===== config.mk =====
export PLATFORM = sky130hd
export DESIGN_NAME = adsq_top
export DESIGN_NICKNAME = d
export VERILOG_FILES = /design/src/hw/adsq_pkg.sv /design/src/hw/adsq_result_mem.sv /design/src/hw/adsq_top.sv
export VERILOG_INCLUDE_DIRS = /design/src /design/src/hw
export SDC_FILE = /design/constraint.sdc
export NUM_CORES = 1
export LEC_CHECK = 0
export ABC_AREA = 1
export ABC_CLOCK_PERIOD_IN_PS = 2300
export BUFFER_PORTS_ARGS = -buffer_cell sky130_fd_sc_hd__buf_2
export CAP_MARGIN = 10
export CORE_UTILIZATION = 30
export CTS_BUF_LIST = sky130_fd_sc_hd__clkbuf_16
export CTS_CLUSTER_SIZE = 30
export DETAILED_ROUTE_END_ITERATION = 10
export SLEW_MARGIN = 10
export SYNTH_ARGS = -nofsm -noshare
export SYNTH_HDL_FRONTEND = slang
export SYNTH_SLANG_ARGS = --single-unit

===== constraint.sdc =====
create_clock -name ref_clk_i -period 2.3 [get_ports ref_clk_i]
set_input_delay 0.115 -clock ref_clk_i [delete_from_list [all_inputs] [get_ports ref_clk_i]]
set_output_delay 0.115 -clock ref_clk_i [all_outputs]
set_load 0.1 [all_outputs]

===== src/hw/adsq_params.svh =====
`ifndef ADSQ_PARAMS_SVH
`define ADSQ_PARAMS_SVH

// Register byte offsets on the AXI4-Lite bus.
`define ADSQ_OFF_DATA0     8'h00
`define ADSQ_OFF_LOW6      8'h20
`define ADSQ_OFF_LOW7      8'h24
`define ADSQ_OFF_UP6       8'h28
`define ADSQ_OFF_UP7       8'h2c
`define ADSQ_OFF_HIT       8'h30
`define ADSQ_OFF_CTRL      8'h34
`define ADSQ_OFF_INTC      8'h38
`define ADSQ_OFF_VEC       8'h3c

// Control register field positions.
`define ADSQ_CTL_GO        0
`define ADSQ_CTL_REPEAT    1
`define ADSQ_CTL_BIAS      2
`define ADSQ_CTL_TMR_EN    3
`define ADSQ_CTL_EXT_EN    4
`define ADSQ_CTL_FIRST_LO  5

// Interrupt control field positions and reset values.
`define ADSQ_INT_EOC       7
`define ADSQ_INT_ALARM     6
`define ADSQ_INT_EOC_MSK   5
`define ADSQ_INT_ALM_MSK   4
`define ADSQ_INTC_RST      8'h0f
`define ADSQ_HIT_LOW_ONES  4'hf
`define ADSQ_CTRL_RST      8'h00

// Conversion timing: cycles per channel conversion.
`define ADSQ_CONV_CYCLES   16'd64
`define ADSQ_LAST_CH       3'h7
`define ADSQ_CH6           3'h6

// AXI response codes.
`define ADSQ_RESP_OKAY     2'b00
`define ADSQ_RESP_SLVERR   2'b10

`endif


===== src/hw/adsq_pkg.sv =====
package adsq_pkg;
	typedef enum logic [2:0] {
		ADSQ_IDLE = 3'b001,
		ADSQ_CONV = 3'b010,
		ADSQ_DONE = 3'b100
	} adsq_state_e;
	typedef logic [7:0] adsq_byte_t;
endpackage


===== src/hw/adsq_result_mem.sv =====
`timescale 1ns/1ns
// ********************************************
// Eight-entry result store, registered read.
// ********************************************
module adsq_result_mem (
	input  wire logic       ref_clk_i, // Core clock.
	input  wire logic       wr_en_i,   // Store one result.
	input  wire logic [2:0] wr_ch_i,   // Channel being stored.
	input  wire logic [7:0] wr_data_i, // Result code.
	input  wire logic [2:0] rd_ch_i,   // Channel to read.
	output logic      [7:0] rd_data_o  // Registered read data.
);
	logic [7:0] mem_q [0:7];

	// A new result replaces the old one outright.
	always_ff @(posedge ref_clk_i) begin
		if (wr_en_i) begin
			mem_q[wr_ch_i] <= wr_data_i;
		end
	end

	// Read data registered so the bus sees a stable word.
	always_ff @(posedge ref_clk_i) begin
		rd_data_o <= mem_q[rd_ch_i];
	end
endmodule


===== src/hw/adsq_top.sv =====
// Design decisions made here: register access over AXI4-Lite and the placing of the registers.
`timescale 1ns/1ns
// Operation
// - Repeat mode bit one selects continuous scanning, zero selects single.
// - Scan starts at first channel field, steps up, ends at channel 7.
// - Go bit set by software or hardware starts conversions in order.
// - Single mode: channel 7 done clears go, flags end, waits idle.
// - Continuous mode restarts at first channel until software clears go.
// - End-of-conversion flag is raised whenever channel 7 completes.
// - Each conversion overwrites that channel's stored result.
// - External pin and timer event, each enabled, are ORed as triggers.
// - Enabled trigger sets go; single mode clears it after each scan.
// - Continuous mode acts on first trigger only, ignores later ones.
// - Triggers arriving while go is still set are ignored.
// - Channels 6 and 7 in range when below upper, at/above lower.
// - Out of range sets alarm flag, matching hit bit, and request when alarm mask set.
// - Four 8-bit thresholds live in four writable registers.
// - Hit register upper four bits are status, lower four read one.
// - Hit bits reset to zero, set on out-of-range, cleared with alarm.
// - Bias enable resets to zero and drops during processor halt.
// - Vector bit tells which of the two sources is requesting.
// - Alarm request is served first; end request stays pending.
// - Software setting either flag raises a software request.
// - Any control write with byte lane 0 strobed aborts the scan and restarts sequencing.
`include "adsq_params.svh"
module adsq_top (
	input  wire logic        ref_clk_i,      // Core clock, 125 MHz.
	input  wire logic        resetn_i,       // Synchronous reset, low.
	input  wire logic [31:0] s_axi_awaddr,   // Write address.
	input  wire logic        s_axi_awvalid,  // Write address valid.
	output logic             s_axi_awready,  // Write address ready.
	input  wire logic [31:0] s_axi_wdata,    // Write data.
	input  wire logic [3:0]  s_axi_wstrb,    // Write strobes.
	input  wire logic        s_axi_wvalid,   // Write data valid.
	output logic             s_axi_wready,   // Write data ready.
	output logic [1:0]       s_axi_bresp,    // Write response.
	output logic             s_axi_bvalid,   // Write response valid.
	input  wire logic        s_axi_bready,   // Write response ready.
	input  wire logic [31:0] s_axi_araddr,   // Read address.
	input  wire logic        s_axi_arvalid,  // Read address valid.
	output logic             s_axi_arready,  // Read address ready.
	output logic [31:0]      s_axi_rdata,    // Read data.
	output logic [1:0]       s_axi_rresp,    // Read response.
	output logic             s_axi_rvalid,   // Read data valid.
	input  wire logic        s_axi_rready,   // Read data ready.
	input  wire logic        external_trigger_pin_i, // Trigger pin.
	input  wire logic        timer_trigger_event_i,  // Timer event.
	input  wire logic        halt_i,         // Processor in halt.
	input  wire logic [7:0]  conv_result_i,  // Analog core result.
	output logic [2:0]       channel_o,      // Channel being converted.
	output logic             converting_o,   // Conversion running.
	output logic             analog_bias_enable_o, // Analog bias on.
	output logic             irq_req_o,      // Request to interrupt unit.
	output logic             irq_vec_o       // 1 alarm, 0 end of scan.
);
	// ********************************************
	// State.
	// ********************************************
	adsq_pkg::adsq_state_e state_q;
	logic [2:0]  channel_q;
	logic [15:0] cyc_q;
	logic        go_q;
	logic        repeat_mode_bit_q;
	logic        bias_q;
	logic        timer_trigger_enable_q;
	logic        external_trigger_enable_q;
	logic [2:0]  first_channel_field_q;
	logic        end_of_conversion_flag_q;
	logic        window_alarm_flag_q;
	logic        eoc_mask_q;
	logic        alarm_mask_q;
	logic [2:0]  prio_q;
	logic [3:0]  hit_q;
	adsq_pkg::adsq_byte_t low6_q, low7_q, up6_q, up7_q;
	logic        vec_q;
	logic        sw_req_q;

	// ********************************************
	// AXI4-Lite slave.
	// ********************************************
	logic        aw_have_q, w_have_q;
	logic [7:0]  aw_addr_q;
	logic [31:0] w_data_q;
	logic [3:0]  w_strb_q;
	logic        wr_fire;
	logic        ar_pend_q;
	logic [7:0]  ar_addr_q;
	logic [7:0]  mem_rd;

	assign wr_fire = aw_have_q && w_have_q && !s_axi_bvalid;

	// Address and data are latched independently, in either order.
	always_ff @(posedge ref_clk_i) begin
		if (!resetn_i) begin
			aw_have_q     <= 1'b0;
			w_have_q      <= 1'b0;
			aw_addr_q     <= 8'h00;
			w_data_q      <= 32'h0000_0000;
			w_strb_q      <= 4'h0;
			s_axi_awready <= 1'b0;
			s_axi_wready  <= 1'b0;
			s_axi_bvalid  <= 1'b0;
			s_axi_bresp   <= `ADSQ_RESP_OKAY;
		end else begin
			s_axi_awready <= !aw_have_q && !s_axi_awready;
			s_axi_wready  <= !w_have_q && !s_axi_wready;
			if (s_axi_awvalid && s_axi_awready) begin
				aw_have_q     <= 1'b1;
				aw_addr_q     <= s_axi_awaddr[7:0];
				s_axi_awready <= 1'b0;
			end
			if (s_axi_wvalid && s_axi_wready) begin
				w_have_q     <= 1'b1;
				w_data_q     <= s_axi_wdata;
				w_strb_q     <= s_axi_wstrb;
				s_axi_wready <= 1'b0;
			end
			if (wr_fire) begin
				aw_have_q    <= 1'b0;
				w_have_q     <= 1'b0;
				s_axi_bvalid <= 1'b1;
				s_axi_bresp  <= (aw_addr_q > `ADSQ_OFF_VEC) ?
					`ADSQ_RESP_SLVERR : `ADSQ_RESP_OKAY;
			end else if (s_axi_bvalid && s_axi_bready) begin
				s_axi_bvalid <= 1'b0;
			end
		end
	end

	logic       wr_lane0;
	logic [7:0] wbyte;
	assign wr_lane0 = wr_fire && w_strb_q[0];
	assign wbyte    = w_data_q[7:0];

	// Reads take two cycles so the result memory output can settle.
	always_ff @(posedge ref_clk_i) begin
		if (!resetn_i) begin
			s_axi_arready <= 1'b0;
			ar_pend_q     <= 1'b0;
			ar_addr_q     <= 8'h00;
			s_axi_rvalid  <= 1'b0;
			s_axi_rdata   <= 32'h0000_0000;
			s_axi_rresp   <= `ADSQ_RESP_OKAY;
		end else begin
			s_axi_arready <= !ar_pend_q && !s_axi_rvalid &&
				!s_axi_arready;
			if (s_axi_arvalid && s_axi_arready) begin
				ar_pend_q     <= 1'b1;
				ar_addr_q     <= s_axi_araddr[7:0];
				s_axi_arready <= 1'b0;
			end
			if (ar_pend_q) begin
				ar_pend_q    <= 1'b0;
				s_axi_rvalid <= 1'b1;
				s_axi_rresp  <= `ADSQ_RESP_OKAY;
				case (ar_addr_q)
				`ADSQ_OFF_LOW6: s_axi_rdata <= {24'h0, low6_q};
				`ADSQ_OFF_LOW7: s_axi_rdata <= {24'h0, low7_q};
				`ADSQ_OFF_UP6:  s_axi_rdata <= {24'h0, up6_q};
				`ADSQ_OFF_UP7:  s_axi_rdata <= {24'h0, up7_q};
				`ADSQ_OFF_HIT:  s_axi_rdata <=
					{24'h0, hit_q, `ADSQ_HIT_LOW_ONES};
				`ADSQ_OFF_CTRL: s_axi_rdata <= {24'h0,
					first_channel_field_q, external_trigger_enable_q,
					timer_trigger_enable_q, bias_q,
					repeat_mode_bit_q, go_q};
				`ADSQ_OFF_INTC: s_axi_rdata <= {24'h0,
					end_of_conversion_flag_q, window_alarm_flag_q,
					eoc_mask_q, alarm_mask_q, 1'b1, prio_q};
				`ADSQ_OFF_VEC:  s_axi_rdata <= {31'h0, vec_q};
				default: begin
					if (ar_addr_q < `ADSQ_OFF_LOW6) begin
						s_axi_rdata <= {24'h0, mem_rd};
					end else begin
						s_axi_rdata <= 32'h0000_0000;
						s_axi_rresp <= `ADSQ_RESP_SLVERR;
					end
				end
				endcase
			end else if (s_axi_rvalid && s_axi_rready) begin
				s_axi_rvalid <= 1'b0;
			end
		end
	end

	// ********************************************
	// Scan sequencer.
	// ********************************************
	logic ctrl_wr, trig, conv_end, last_ch;
	assign ctrl_wr  = wr_lane0 && aw_addr_q == `ADSQ_OFF_CTRL;
	assign trig     = (external_trigger_enable_q &&
		external_trigger_pin_i) ||
		(timer_trigger_enable_q && timer_trigger_event_i);
	assign conv_end = state_q == adsq_pkg::ADSQ_CONV &&
		cyc_q == `ADSQ_CONV_CYCLES - 16'd1;
	assign last_ch  = channel_q == `ADSQ_LAST_CH;

	// Control register and the go bit that hardware also drives.
	always_ff @(posedge ref_clk_i) begin
		if (!resetn_i) begin
			{first_channel_field_q, external_trigger_enable_q,
			 timer_trigger_enable_q, bias_q, repeat_mode_bit_q,
			 go_q} <= `ADSQ_CTRL_RST;
		end else if (ctrl_wr) begin
			{first_channel_field_q, external_trigger_enable_q,
			 timer_trigger_enable_q, bias_q, repeat_mode_bit_q,
			 go_q} <= wbyte;
			if (halt_i) begin
				bias_q <= 1'b0;
			end
		end else begin
			if (halt_i) begin
				bias_q <= 1'b0;
			end
			// A trigger only lands while go is low; once set, later
			// pulses are ignored in both modes.
			if (!go_q && trig) begin
				go_q <= 1'b1;
			end else if (conv_end && last_ch && !repeat_mode_bit_q) begin
				go_q <= 1'b0;
			end
		end
	end

	// Sequencing FSM; a control write aborts and restarts it.
	always_ff @(posedge ref_clk_i) begin
		if (!resetn_i || ctrl_wr) begin
			state_q   <= adsq_pkg::ADSQ_IDLE;
			channel_q <= 3'h0;
			cyc_q     <= 16'h0000;
		end else begin
			case (state_q)
			adsq_pkg::ADSQ_IDLE: begin
				if (go_q) begin
					state_q   <= adsq_pkg::ADSQ_CONV;
					channel_q <= first_channel_field_q;
					cyc_q     <= 16'h0000;
				end
			end
			adsq_pkg::ADSQ_CONV: begin
				if (!go_q) begin
					state_q <= adsq_pkg::ADSQ_IDLE;
				end else if (conv_end) begin
					cyc_q <= 16'h0000;
					if (!last_ch) begin
						channel_q <= channel_q + 3'h1;
					end else if (repeat_mode_bit_q) begin
						channel_q <= first_channel_field_q;
					end else begin
						state_q <= adsq_pkg::ADSQ_DONE;
					end
				end else begin
					cyc_q <= cyc_q + 16'h0001;
				end
			end
			adsq_pkg::ADSQ_DONE: begin
				state_q <= adsq_pkg::ADSQ_IDLE;
			end
			default: state_q <= adsq_pkg::ADSQ_IDLE;
			endcase
		end
	end

	adsq_result_mem u_mem (
		.ref_clk_i (ref_clk_i),
		.wr_en_i   (conv_end && go_q),
		.wr_ch_i   (channel_q),
		.wr_data_i (conv_result_i),
		.rd_ch_i   (s_axi_araddr[4:2]),
		.rd_data_o (mem_rd)
	);

	// ********************************************
	// Thresholds, window compare and flags.
	// ********************************************
	always_ff @(posedge ref_clk_i) begin
		if (!resetn_i) begin
			low6_q <= 8'h00;
			low7_q <= 8'h00;
			up6_q  <= 8'h00;
			up7_q  <= 8'h00;
		end else if (wr_lane0) begin
			if (aw_addr_q == `ADSQ_OFF_LOW6) low6_q <= wbyte;
			if (aw_addr_q == `ADSQ_OFF_LOW7) low7_q <= wbyte;
			if (aw_addr_q == `ADSQ_OFF_UP6)  up6_q  <= wbyte;
			if (aw_addr_q == `ADSQ_OFF_UP7)  up7_q  <= wbyte;
		end
	end

	logic guard, is7, over_up, under_low;
	logic [3:0] hit_set;
	assign guard     = conv_end && go_q && channel_q >= `ADSQ_CH6;
	assign is7       = channel_q[0];
	assign over_up   = conv_result_i >= (is7 ? up7_q : up6_q);
	assign under_low = conv_result_i < (is7 ? low7_q : low6_q);
	// Hit bits: 3 ch7 upper, 2 ch6 upper, 1 ch7 lower, 0 ch6 lower.
	assign hit_set = guard ? {is7 && over_up, !is7 && over_up,
		is7 && under_low, !is7 && under_low} : 4'h0;

	logic intc_wr;
	assign intc_wr = wr_lane0 && aw_addr_q == `ADSQ_OFF_INTC;

	// Hardware set wins over software clear, for every flag.
	always_ff @(posedge ref_clk_i) begin
		if (!resetn_i) begin
			{end_of_conversion_flag_q, window_alarm_flag_q,
			 eoc_mask_q, alarm_mask_q} <= 4'(`ADSQ_INTC_RST >> 4);
			prio_q   <= 3'(`ADSQ_INTC_RST);
			hit_q    <= 4'h0;
			sw_req_q <= 1'b0;
		end else begin
			sw_req_q <= intc_wr && (wbyte[`ADSQ_INT_EOC] ||
				wbyte[`ADSQ_INT_ALARM]);
			if (intc_wr) begin
				end_of_conversion_flag_q <= wbyte[`ADSQ_INT_EOC];
				window_alarm_flag_q      <= wbyte[`ADSQ_INT_ALARM];
				eoc_mask_q               <= wbyte[`ADSQ_INT_EOC_MSK];
				alarm_mask_q             <= wbyte[`ADSQ_INT_ALM_MSK];
				prio_q                   <= wbyte[2:0];
			end
			if (wr_lane0 && aw_addr_q == `ADSQ_OFF_HIT) begin
				hit_q <= wbyte[7:4];
			end else if (intc_wr && !wbyte[`ADSQ_INT_ALARM]) begin
				hit_q <= 4'h0;
			end
			if (|hit_set) begin
				hit_q <= hit_q | hit_set;
				window_alarm_flag_q <= 1'b1;
			end
			if (conv_end && go_q && last_ch) begin
				end_of_conversion_flag_q <= 1'b1;
			end
		end
	end

	// Request and vector: alarm outranks end of scan.
	always_ff @(posedge ref_clk_i) begin
		if (!resetn_i) begin
			irq_req_o <= 1'b0;
			irq_vec_o <= 1'b0;
			vec_q     <= 1'b0;
		end else begin
			irq_req_o <= (window_alarm_flag_q && alarm_mask_q) ||
				(end_of_conversion_flag_q && eoc_mask_q) ||
				sw_req_q;
			irq_vec_o <= window_alarm_flag_q && alarm_mask_q;
			vec_q     <= window_alarm_flag_q && alarm_mask_q;
		end
	end

	// Status outputs straight from flops.
	always_ff @(posedge ref_clk_i) begin
		if (!resetn_i) begin
			channel_o            <= 3'h0;
			converting_o         <= 1'b0;
			analog_bias_enable_o <= 1'b0;
		end else begin
			channel_o            <= channel_q;
			converting_o         <= state_q == adsq_pkg::ADSQ_CONV;
			analog_bias_enable_o <= bias_q && !halt_i;
		end
	end

	// ********************************************
	// Checks.
	// ********************************************
	first_chan_a: assert property (@(posedge ref_clk_i)
		disable iff (!resetn_i)
		state_q == adsq_pkg::ADSQ_IDLE && go_q && !ctrl_wr |=>
		channel_q == first_channel_field_q)
		else $error("scan did not start at first channel");
	single_stop_a: assert property (@(posedge ref_clk_i)
		disable iff (!resetn_i)
		conv_end && last_ch && !repeat_mode_bit_q && !ctrl_wr &&
		!(!go_q && trig) |=> !go_q && end_of_conversion_flag_q)
		else $error("single scan did not stop");
	repeat_mode_bit_wrap_a: assert property (@(posedge ref_clk_i)
		disable iff (!resetn_i)
		conv_end && go_q && last_ch && repeat_mode_bit_q && !ctrl_wr
		|=> channel_q == $past(first_channel_field_q) && go_q)
		else $error("continuous scan did not wrap");
	trig_set_a: assert property (@(posedge ref_clk_i)
		disable iff (!resetn_i)
		!go_q && trig && !ctrl_wr |=> go_q)
		else $error("trigger did not set go");
	window_hit_a: assert property (@(posedge ref_clk_i)
		disable iff (!resetn_i)
		guard && (over_up || under_low) |=> window_alarm_flag_q
		&& hit_q != 4'h0)
		else $error("window alarm missed");
	hit_low_a: assert property (@(posedge ref_clk_i)
		disable iff (!resetn_i)
		s_axi_rvalid && $past(ar_addr_q) == `ADSQ_OFF_HIT &&
		$rose(s_axi_rvalid) |-> s_axi_rdata[3:0] == 4'hf)
		else $error("hit register low bits not ones");
	bias_halt_a: assert property (@(posedge ref_clk_i)
		disable iff (!resetn_i)
		halt_i |=> !analog_bias_enable_o)
		else $error("bias on during halt");
	ctrl_abort_a: assert property (@(posedge ref_clk_i)
		disable iff (!resetn_i)
		ctrl_wr |=> state_q == adsq_pkg::ADSQ_IDLE)
		else $error("control write did not abort");
	conv_len_a: assert property (@(posedge ref_clk_i)
		disable iff (!resetn_i)
		state_q == adsq_pkg::ADSQ_CONV && go_q && !ctrl_wr &&
		cyc_q != `ADSQ_CONV_CYCLES - 16'd1 |=>
		channel_q == $past(channel_q) &&
		cyc_q == $past(cyc_q) + 16'h0001)
		else $error("conversion ended early");
endmodule


==> results_dict.tcl, run 1 <==
set metrics [dict create \
    htreeDepth 4 \
    grt_pass1_vias 6869 \
    power.share.clock 0.402 \
    reg2regPathDepth 16 \
    diodes 0 \
    path_buf_inv 2 \
    fmax_mhz 493.5 \
    post_drt_wl_per_cell_um 14.12 \
    hold_path_depth 1 \
    synthCells 1055 \
    dieArea_um2 30260 \
    power.switching_mw 2.022 \
    synth_top_area_frac 0.2979 \
    cts_tree "built" \
    fin_skew_ps 13.08 \
    fp-row-count 62 \
    worstMarginPinSlew_ps 614.5 \
    die_y_um 173.9 \
    fin_tns_setup_ps 0 \
    r2r-end "hit_q[2]$_SDFFE_PN0P_" \
    vias 7271 \
    worstSetupPathDepth 16 \
    ys_ff_latch 196 \
    setup_ws_ps 273.7 \
    path_class "register to register" \
    cts.clk_slew.worst_paths_ps 70 \
    antenna_found_initial 0 \
    drtAntennaViolNets 0 \
    dp_hpwl_um 15710 \
    fin_crit_sh 0.8810 \
    endpoint_kind "register" \
    maxCapViolCount 0 \
    grt_pass1_wl_um 35400 \
    power.density_nw_per_um2 708.3 \
    p_leak_nw 4.028 \
    clk_path_buf_depth 2 \
    crit_fanout 16 \
    cts_buffers 17 \
    fin_nets 1288 \
    drt_wl_total_um 21860 \
    crit_path_frequent_cell "nand2_1" \
    r2r_setup_slack_ps 270 \
    grt_max_degree 42 \
    setup_viol 0 \
    p_int_mw 5.391 \
    ys_async_sr_fraction 0 \
    place_congestion 0.9077 \
    syn2layout_area_growth_pct 18.00 \
    core_area_um2 28860 \
    portBuffers 64 \
    comb_power_share 0.103 \
    synth_edf_count 64 \
    peakVddDrop_mv 0.3637 \
    period_needed_ps 2026 \
    worstSkewPairLatency_ps 440 \
    path_delay_family "simple AND/OR/NAND/NOR gates" \
    synthTopCellsByCount "nand2_1, nor2_1, o21ai_0, dfxtp_1, inv_1" \
    start_util 0.3074 \
    grt_overflow 0 \
    pre_cts_ws_ps 6.190 \
    cts_sinks 196 \
    synth_top_area_cell "dfxtp_1" \
    yosysMostFrequentCell "nand2_1" \
    synth_flop_cell "dfxtp_1" \
    synthTopCellsByArea "dfxtp_1, edfxtp_1, o21ai_0" \
    hold_path.class "input pin to register" \
    p_sw_frac 0.2728 \
    hp-start "conv_result_i[3]" \
    synth.yosys.seq_area_share 0.5146 \
    drv_slew 0 \
    drive_gt1_frac 0.1314 \
    ioPinCount 166 \
    rsz0062_at_grt "no" \
    cp_slowest_cell "dfxtp_4" \
    finalHoldViolations 0 \
    whs_endpoint "u_mem.mem_q[1][3]$_DFFE_PP_" \
    startpoint_type "register" \
    timing.rr.start "channel_q[0]$_SDFFE_PP0P_" \
    slew_headroom 0.5881 \
    crit_chain "buf_4 -> nand2_1 -> o21ai_0 -> ha_1 -> o21ai_0 -> nand2_1 -> nand3_1 -> nand2_1 -> nand2_1 -> nand2_1 -> inv_1 -> nand2_1 -> nand2_2 -> nand3_1 -> nand2_1 -> nor2_1" \
    track_usage 0.1473 \
    drc 0 \
    cp_data_required_time_ps 2630 \
    seqPwrFrac 0.494 \
    initialDrtViolationCount 539 \
    netlist-cell-type-count 43 \
    max_stage_delay_ps 450 \
    syn_avg_cell_area_um2 8.407 \
    first_pass_iters 6 \
    outcome "finished, final reports clean" \
    die_w_um 173.9 \
    clockRootBuffer "clkbuf_16" \
    crit_arrival_ps 2360 \
    syn_area_um2 8870 \
    yosys_warnings 0 \
    avgViaCountPerCell 4.697 \
]
==> cells by family (layout without fill, tap and decap cells) <==
logic type / Yosys count / in the layout / share of synthesized area
buf+inv: 181 / 265 / 0.09296
compound gates: 277 / 277 / 0.1732
mux: 3 / 3 / 0.003386
other cells: 1 / 26 / 0.0004228
xor+xnor: 2 / 2 / 0.001975
simple gates: 376 / 376 / 0.1866
flops: 196 / 196 / 0.5146
fa+ha+maj: 19 / 19 / 0.02680
==> routing by layer <==
metal	wire length (um)	vias to the layer above	global-route usage
met5	0	-	0
li1	-	3699	-
met1	10260	3373	0.1907
met3	849	23	0.02581
met2	10440	176	0.2498
met4	300	0	0.04423
==> cell type report <==
type                       instances  area, um^2
clock buffer                      17       425.4
clock inverter                    15       165.2
fill                            3033       18390
inverter                         115       431.7
multi-input combinational        703        3582
sequential                       196        4568
tap                              384       480.5
timing repair buffer             118       813.3
==> sequential cells by signal, summed over array words and instances (netlist names), 4 cells and up <==
| register | count |
|---|---|
| u_mem.mem_q | 64 |
| w_data_q | 8 |
| u_mem.rd_data_o | 8 |
| low7_q | 8 |
| cyc_q | 16 |
| up7_q | 8 |
| aw_addr_q | 8 |
| up6_q | 8 |
| ar_addr_q | 8 |
| low6_q | 8 |
| s_axi_rdata | 8 |
| hit_q | 4 |
==> power by group through the flow <==
stage | logic, mW | registers (mW) | clock network, mW
after global routing | 0.829 | 3.67 | 3.19
final | 0.766 | 3.67 | 2.98
after detailed placement | 0.719 | 3.75 | 0
after floorplan | 0.486 | 3.83 | 0
after CTS | 0.768 | 3.67 | 3.05
after global placement | 0.711 | 3.75 | 0
==> through the flow <==
stage	instances	total power [mW]	utilization	hold WS, ps	cell area (um^2)
3_5_place_dp	1481	4.466	0.3297	321.6	9514
4_1_cts	1548	7.485	0.3623	4.287	10460
2_1_floorplan	1080	4.318	-	194.3	8965
6_report	1548	7.413	0.3627	4.720	10470
3_3_place_gp	1481	4.456	0.3297	323.8	9514
5_1_grt	1548	7.691	0.3627	22.51	10470
==> repair_timing <==
action | CTS | global route
gates resized for setup | 1 | 3
hold endpoints to repair | 42 | 0
setup buffers | 0 | 0
pin swaps | 0 | 0
endpoints found under the setup margin | 2 | 6
hold buffers | 35 | 0
==> cells in the final DEF (no fill, tap or decap), types with 3 or more instances in the layout <==
cell and count:
nand2_1 145, nor2_1 141, o21ai_0 134, dfxtp_1 131, inv_1 110, a21oi_1 82, buf_2 64, edfxtp_1 64
dlygate4sd3_1 35, nand3_1 29, conb_1 26, nor3_1 21, ha_1 19, buf_4 19, a211oi_1 18, clkbuf_16 17
o22ai_1 12, nand4_1 11, a31oi_1 9, nand2_2 9, inv_2 6, nor2_4 5, a211oi_2 5, nor2_2 4
nor3_2 4, o211ai_1 4, inv_8 4, mux2i_1 3, a221oi_1 3
==> worst max path at each step <==
stage	end	from
after global routing	hit_q[2]$_SDFFE_PN0P_	channel_q[0]$_SDFFE_PP0P_
after global placement	hit_q[1]$_SDFFE_PN0P_	channel_q[0]$_SDFFE_PP0P_
after floorplan	hit_q[1]$_SDFFE_PN0P_	channel_q[0]$_SDFFE_PP0P_
after CTS	hit_q[2]$_SDFFE_PN0P_	channel_q[0]$_SDFFE_PP0P_
after detailed placement	hit_q[2]$_SDFFE_PN0P_	channel_q[0]$_SDFFE_PP0P_
final	hit_q[2]$_SDFFE_PN0P_	channel_q[0]$_SDFFE_PP0P_
==> worst reg2reg max path, stage by stage, from the launching register on <==
cell	delay (ps)
dfxtp_4	450
buf_4	220
nand2_1	70
o21ai_0	70
ha_1	250
o21ai_0	80
nand2_1	60
nand3_1	60
nand2_1	60
nand2_1	60
nand2_1	90
inv_1	70
nand2_1	60
nand2_2	130
nand3_1	90
nand2_1	70
nor2_1	40
No activity file was read; power rests on OpenSTA's default activity.
==> inputs of run 2 (changes only) <==
--- a/config.mk
+++ b/config.mk
@@ -6,7 +6,6 @@
 export SDC_FILE = /design/constraint.sdc
 export NUM_CORES = 1
 export LEC_CHECK = 0
-export ABC_AREA = 1
 export ABC_CLOCK_PERIOD_IN_PS = 2300
 export BUFFER_PORTS_ARGS = -buffer_cell sky130_fd_sc_hd__buf_2
 export CAP_MARGIN = 10
==> run 2 against run 1 <==
Clock skew about the same; count of clock-buffer cells in the layout is the same; fmax is 13% lower; the flow now finishes with violations (negative setup slack); register-to-register slack lost 290 ps; flip-flop and latch count is the same; sequential power about the same; non-clock buffer count rose by 15; worst setup slack worse by 290 ps; critical endpoint unchanged.
==> results_dict.tcl, run 2 <==
set metrics [dict create \
    syn_area_um2 8801 \
    regMostFlops "u_mem.mem_q" \
    period_needed_ps 2320 \
    synth.yosys.seq_area_share 0.5186 \
    setup_ws_ps -20.50 \
    crit_fanout 8 \
    synth_top_area_frac 0.3003 \
    place_congestion 0.8861 \
    synthTopCellsByCount "dfxtp_1, nand2_1, a21oi_1, nor2_1, edfxtp_1" \
    peakVddDrop_mv 0.5064 \
    yosysMostFrequentCell "dfxtp_1" \
    largest_register_ffs 64 \
    reg2regPathDepth 10 \
    startpoint_type "register" \
    final_cell_mix "dfxtp_1, nand2_1, a21oi_1" \
    wl_met1_um 10490 \
    fin_skew_ps 13.16 \
    drt_wl_total_um 21650 \
    cts_sinks 196 \
    post_drt_wl_per_cell_um 16.11 \
    track_usage 0.1456 \
    wl_met2_um 9975 \
    avgViaCountPerCell 4.859 \
    violations "negative setup slack" \
    dieArea_um2 30030 \
    portBuffers 64 \
    synth_edf_count 64 \
    drc 0 \
    cts_tree "built" \
    power.density_nw_per_um2 682.2 \
    die_w_um 173.3 \
    path_class "register to register" \
    vias 6530 \
    finalHoldViolations 0 \
    crit_arrival_ps 2640 \
    first_pass_iters 6 \
    cp_data_required_time_ps 2620 \
    timing.hold.ws_ps 19.46 \
    worstMarginPinSlew_ps 641.3 \
    htreeDepth 4 \
    netlist-cell-type-count 68 \
    drtAntennaViolNets 0 \
    diodes 0 \
    fill_cells 2854 \
    synthTopCellsByArea "dfxtp_1, edfxtp_1, mux2i_1" \
    seq_area_um2 4566 \
    grt_pass1_vias 6251 \
    setup_viol 1 \
    clk_path_buf_depth 2 \
    cts.clk_slew.worst_paths_ps 70 \
    clockRootBuffer "clkbuf_16" \
    synth_top_area_cell "dfxtp_1" \
    multiInputGateArea_um2 3975 \
    post-route-util 0.3662 \
    top_regs "u_mem.mem_q x64, cyc_q x16" \
    worstSkewPairLatency_ps 430 \
    final_common_cell "dfxtp_1" \
    synthCells 847 \
    fin_nets 1084 \
    core_area_um2 28780 \
    drv_slew 0 \
    ioPinCount 166 \
    p_leak_nw 3.813 \
    syn2layout_area_growth_pct 19.75 \
    pre_cts_ws_ps -84.17 \
    drive_gt1_frac 0.2094 \
    fin_crit_sh 1.009 \
    outcome "complete, but fails checks" \
    grt_pass1_wl_um 34130 \
    slew_headroom 0.5719 \
    hold_path_depth 1 \
    initialDrtViolationCount 380 \
    antenna_found_initial 0 \
    maxCapViolCount 0 \
    hold_path.class "input pin to register" \
    ys_ff_latch 196 \
    rsz0062_at_grt "yes" \
    endpoint_kind "register" \
    yosys_warnings 0 \
    grt_max_degree 31 \
    fmax_mhz 430.9 \
    fp-row-count 62 \
    grt_overflow 0 \
    route.met3.wl_um 907 \
    die_y_um 173.3 \
    highest_layer "met4" \
    dp_hpwl_um 15270 \
    cts_buffers 17 \
    start_util 0.3058 \
    syn_avg_cell_area_um2 10.39 \
    ys_async_sr_fraction 0 \
    synth_flop_cell "dfxtp_1" \
]
## run 2: cell count changes in the layout (fill, tap and decap cells not counted), sizes merged, moves of 25 or more
cell / before / now
mux2i: 3 / 56
o21ai: 136 / 28
nand2: 154 / 102
inv: 122 / 14
buf: 83 / 108
nor2: 150 / 78
## run 2: what timing repair did
action	in CTS	in global routing
pin swaps	1	7
hold endpoints to repair	26	0
setup endpoints to repair	4	71
gates resized for setup	9	14
hold buffers	25	0
buffers inserted	0	5
## run 2: cell families (layout without fill, tap and decap cells)
logic type,Yosys count,after routing,synth area share
compound gates,166,166,0.1154
fa+ha+maj,19,19,0.02701
buf+inv,83,171,0.05118
flops,196,196,0.5186
mux,89,89,0.1268
other cells,1,26,0.0004261
simple gates,293,293,0.1605
## run 2: layout make-up
type | instances | area share
Sequential cell | 196 | 0.4332
Multi-Input combinational cell | 593 | 0.3772
Timing Repair Buffer | 133 | 0.09011
Tap cell | 384 | 0.04559
Clock buffer | 17 | 0.04037
Clock inverter | 15 | 0.01140
Inverter | 6 | 0.002137
## run 2: per-stage QoR
| step | TNS [ps] | instances | total power [mW] | cell area, um^2 |
|---|---|---|---|---|
| 6_report | -20.50 | 1344 | 7.189 | 10540 |
| 5_1_grt | -410.1 | 1344 | 7.426 | 10540 |
| 4_1_cts | -3.118 | 1341 | 7.244 | 10470 |
| 3_5_place_dp | -198.8 | 1284 | 4.407 | 9628 |
| 3_3_place_gp | -219.8 | 1284 | 4.402 | 9628 |
| 2_1_floorplan | -8.546 | 872 | 4.269 | 8915 |
## run 2: critical path: stages (launching register included)
cell and delay (ps):
dfxtp_2 330, buf_12 140, buf_4 140, mux2i_1 120, ha_1 220, or4_1 420
a21oi_2 200, o31ai_4 120, o211a_4 280, nor3b_2 170, a211oi_2 60
## run 2: report_power, final
group	leakage, nW	switching (mW)	internal (mW)
combinational	1.88	0.504	0.187
sequential	1.65	0.0666	3.61
clock	0.285	1.33	1.49
## run 2: path summary, 6_finish.rpt
check,startpoint,to,slack [ps]
worst max-delay path,channel_q[0]$_SDFFE_PP0P_,hit_q[2]$_SDFFE_PN0P_,-20
worst min-delay path,conv_result_i[6],u_mem.mem_q[7][6]$_DFFE_PP_,20
worst max register to register,channel_q[0]$_SDFFE_PP0P_,hit_q[2]$_SDFFE_PN0P_,-20
worst min register to register,s_axi_rvalid$_SDFFE_PN0P_,s_axi_arready$_SDFF_PP0_,450
## run 2: routing by layer
layer | global-route usage | vias to the layer above
met2 | 0.2314 | 136
met3 | 0.03070 | 23
met5 | 0 | -
met1 | 0.1989 | 3141
li1 | - | 3230
met4 | 0.04240 | 0
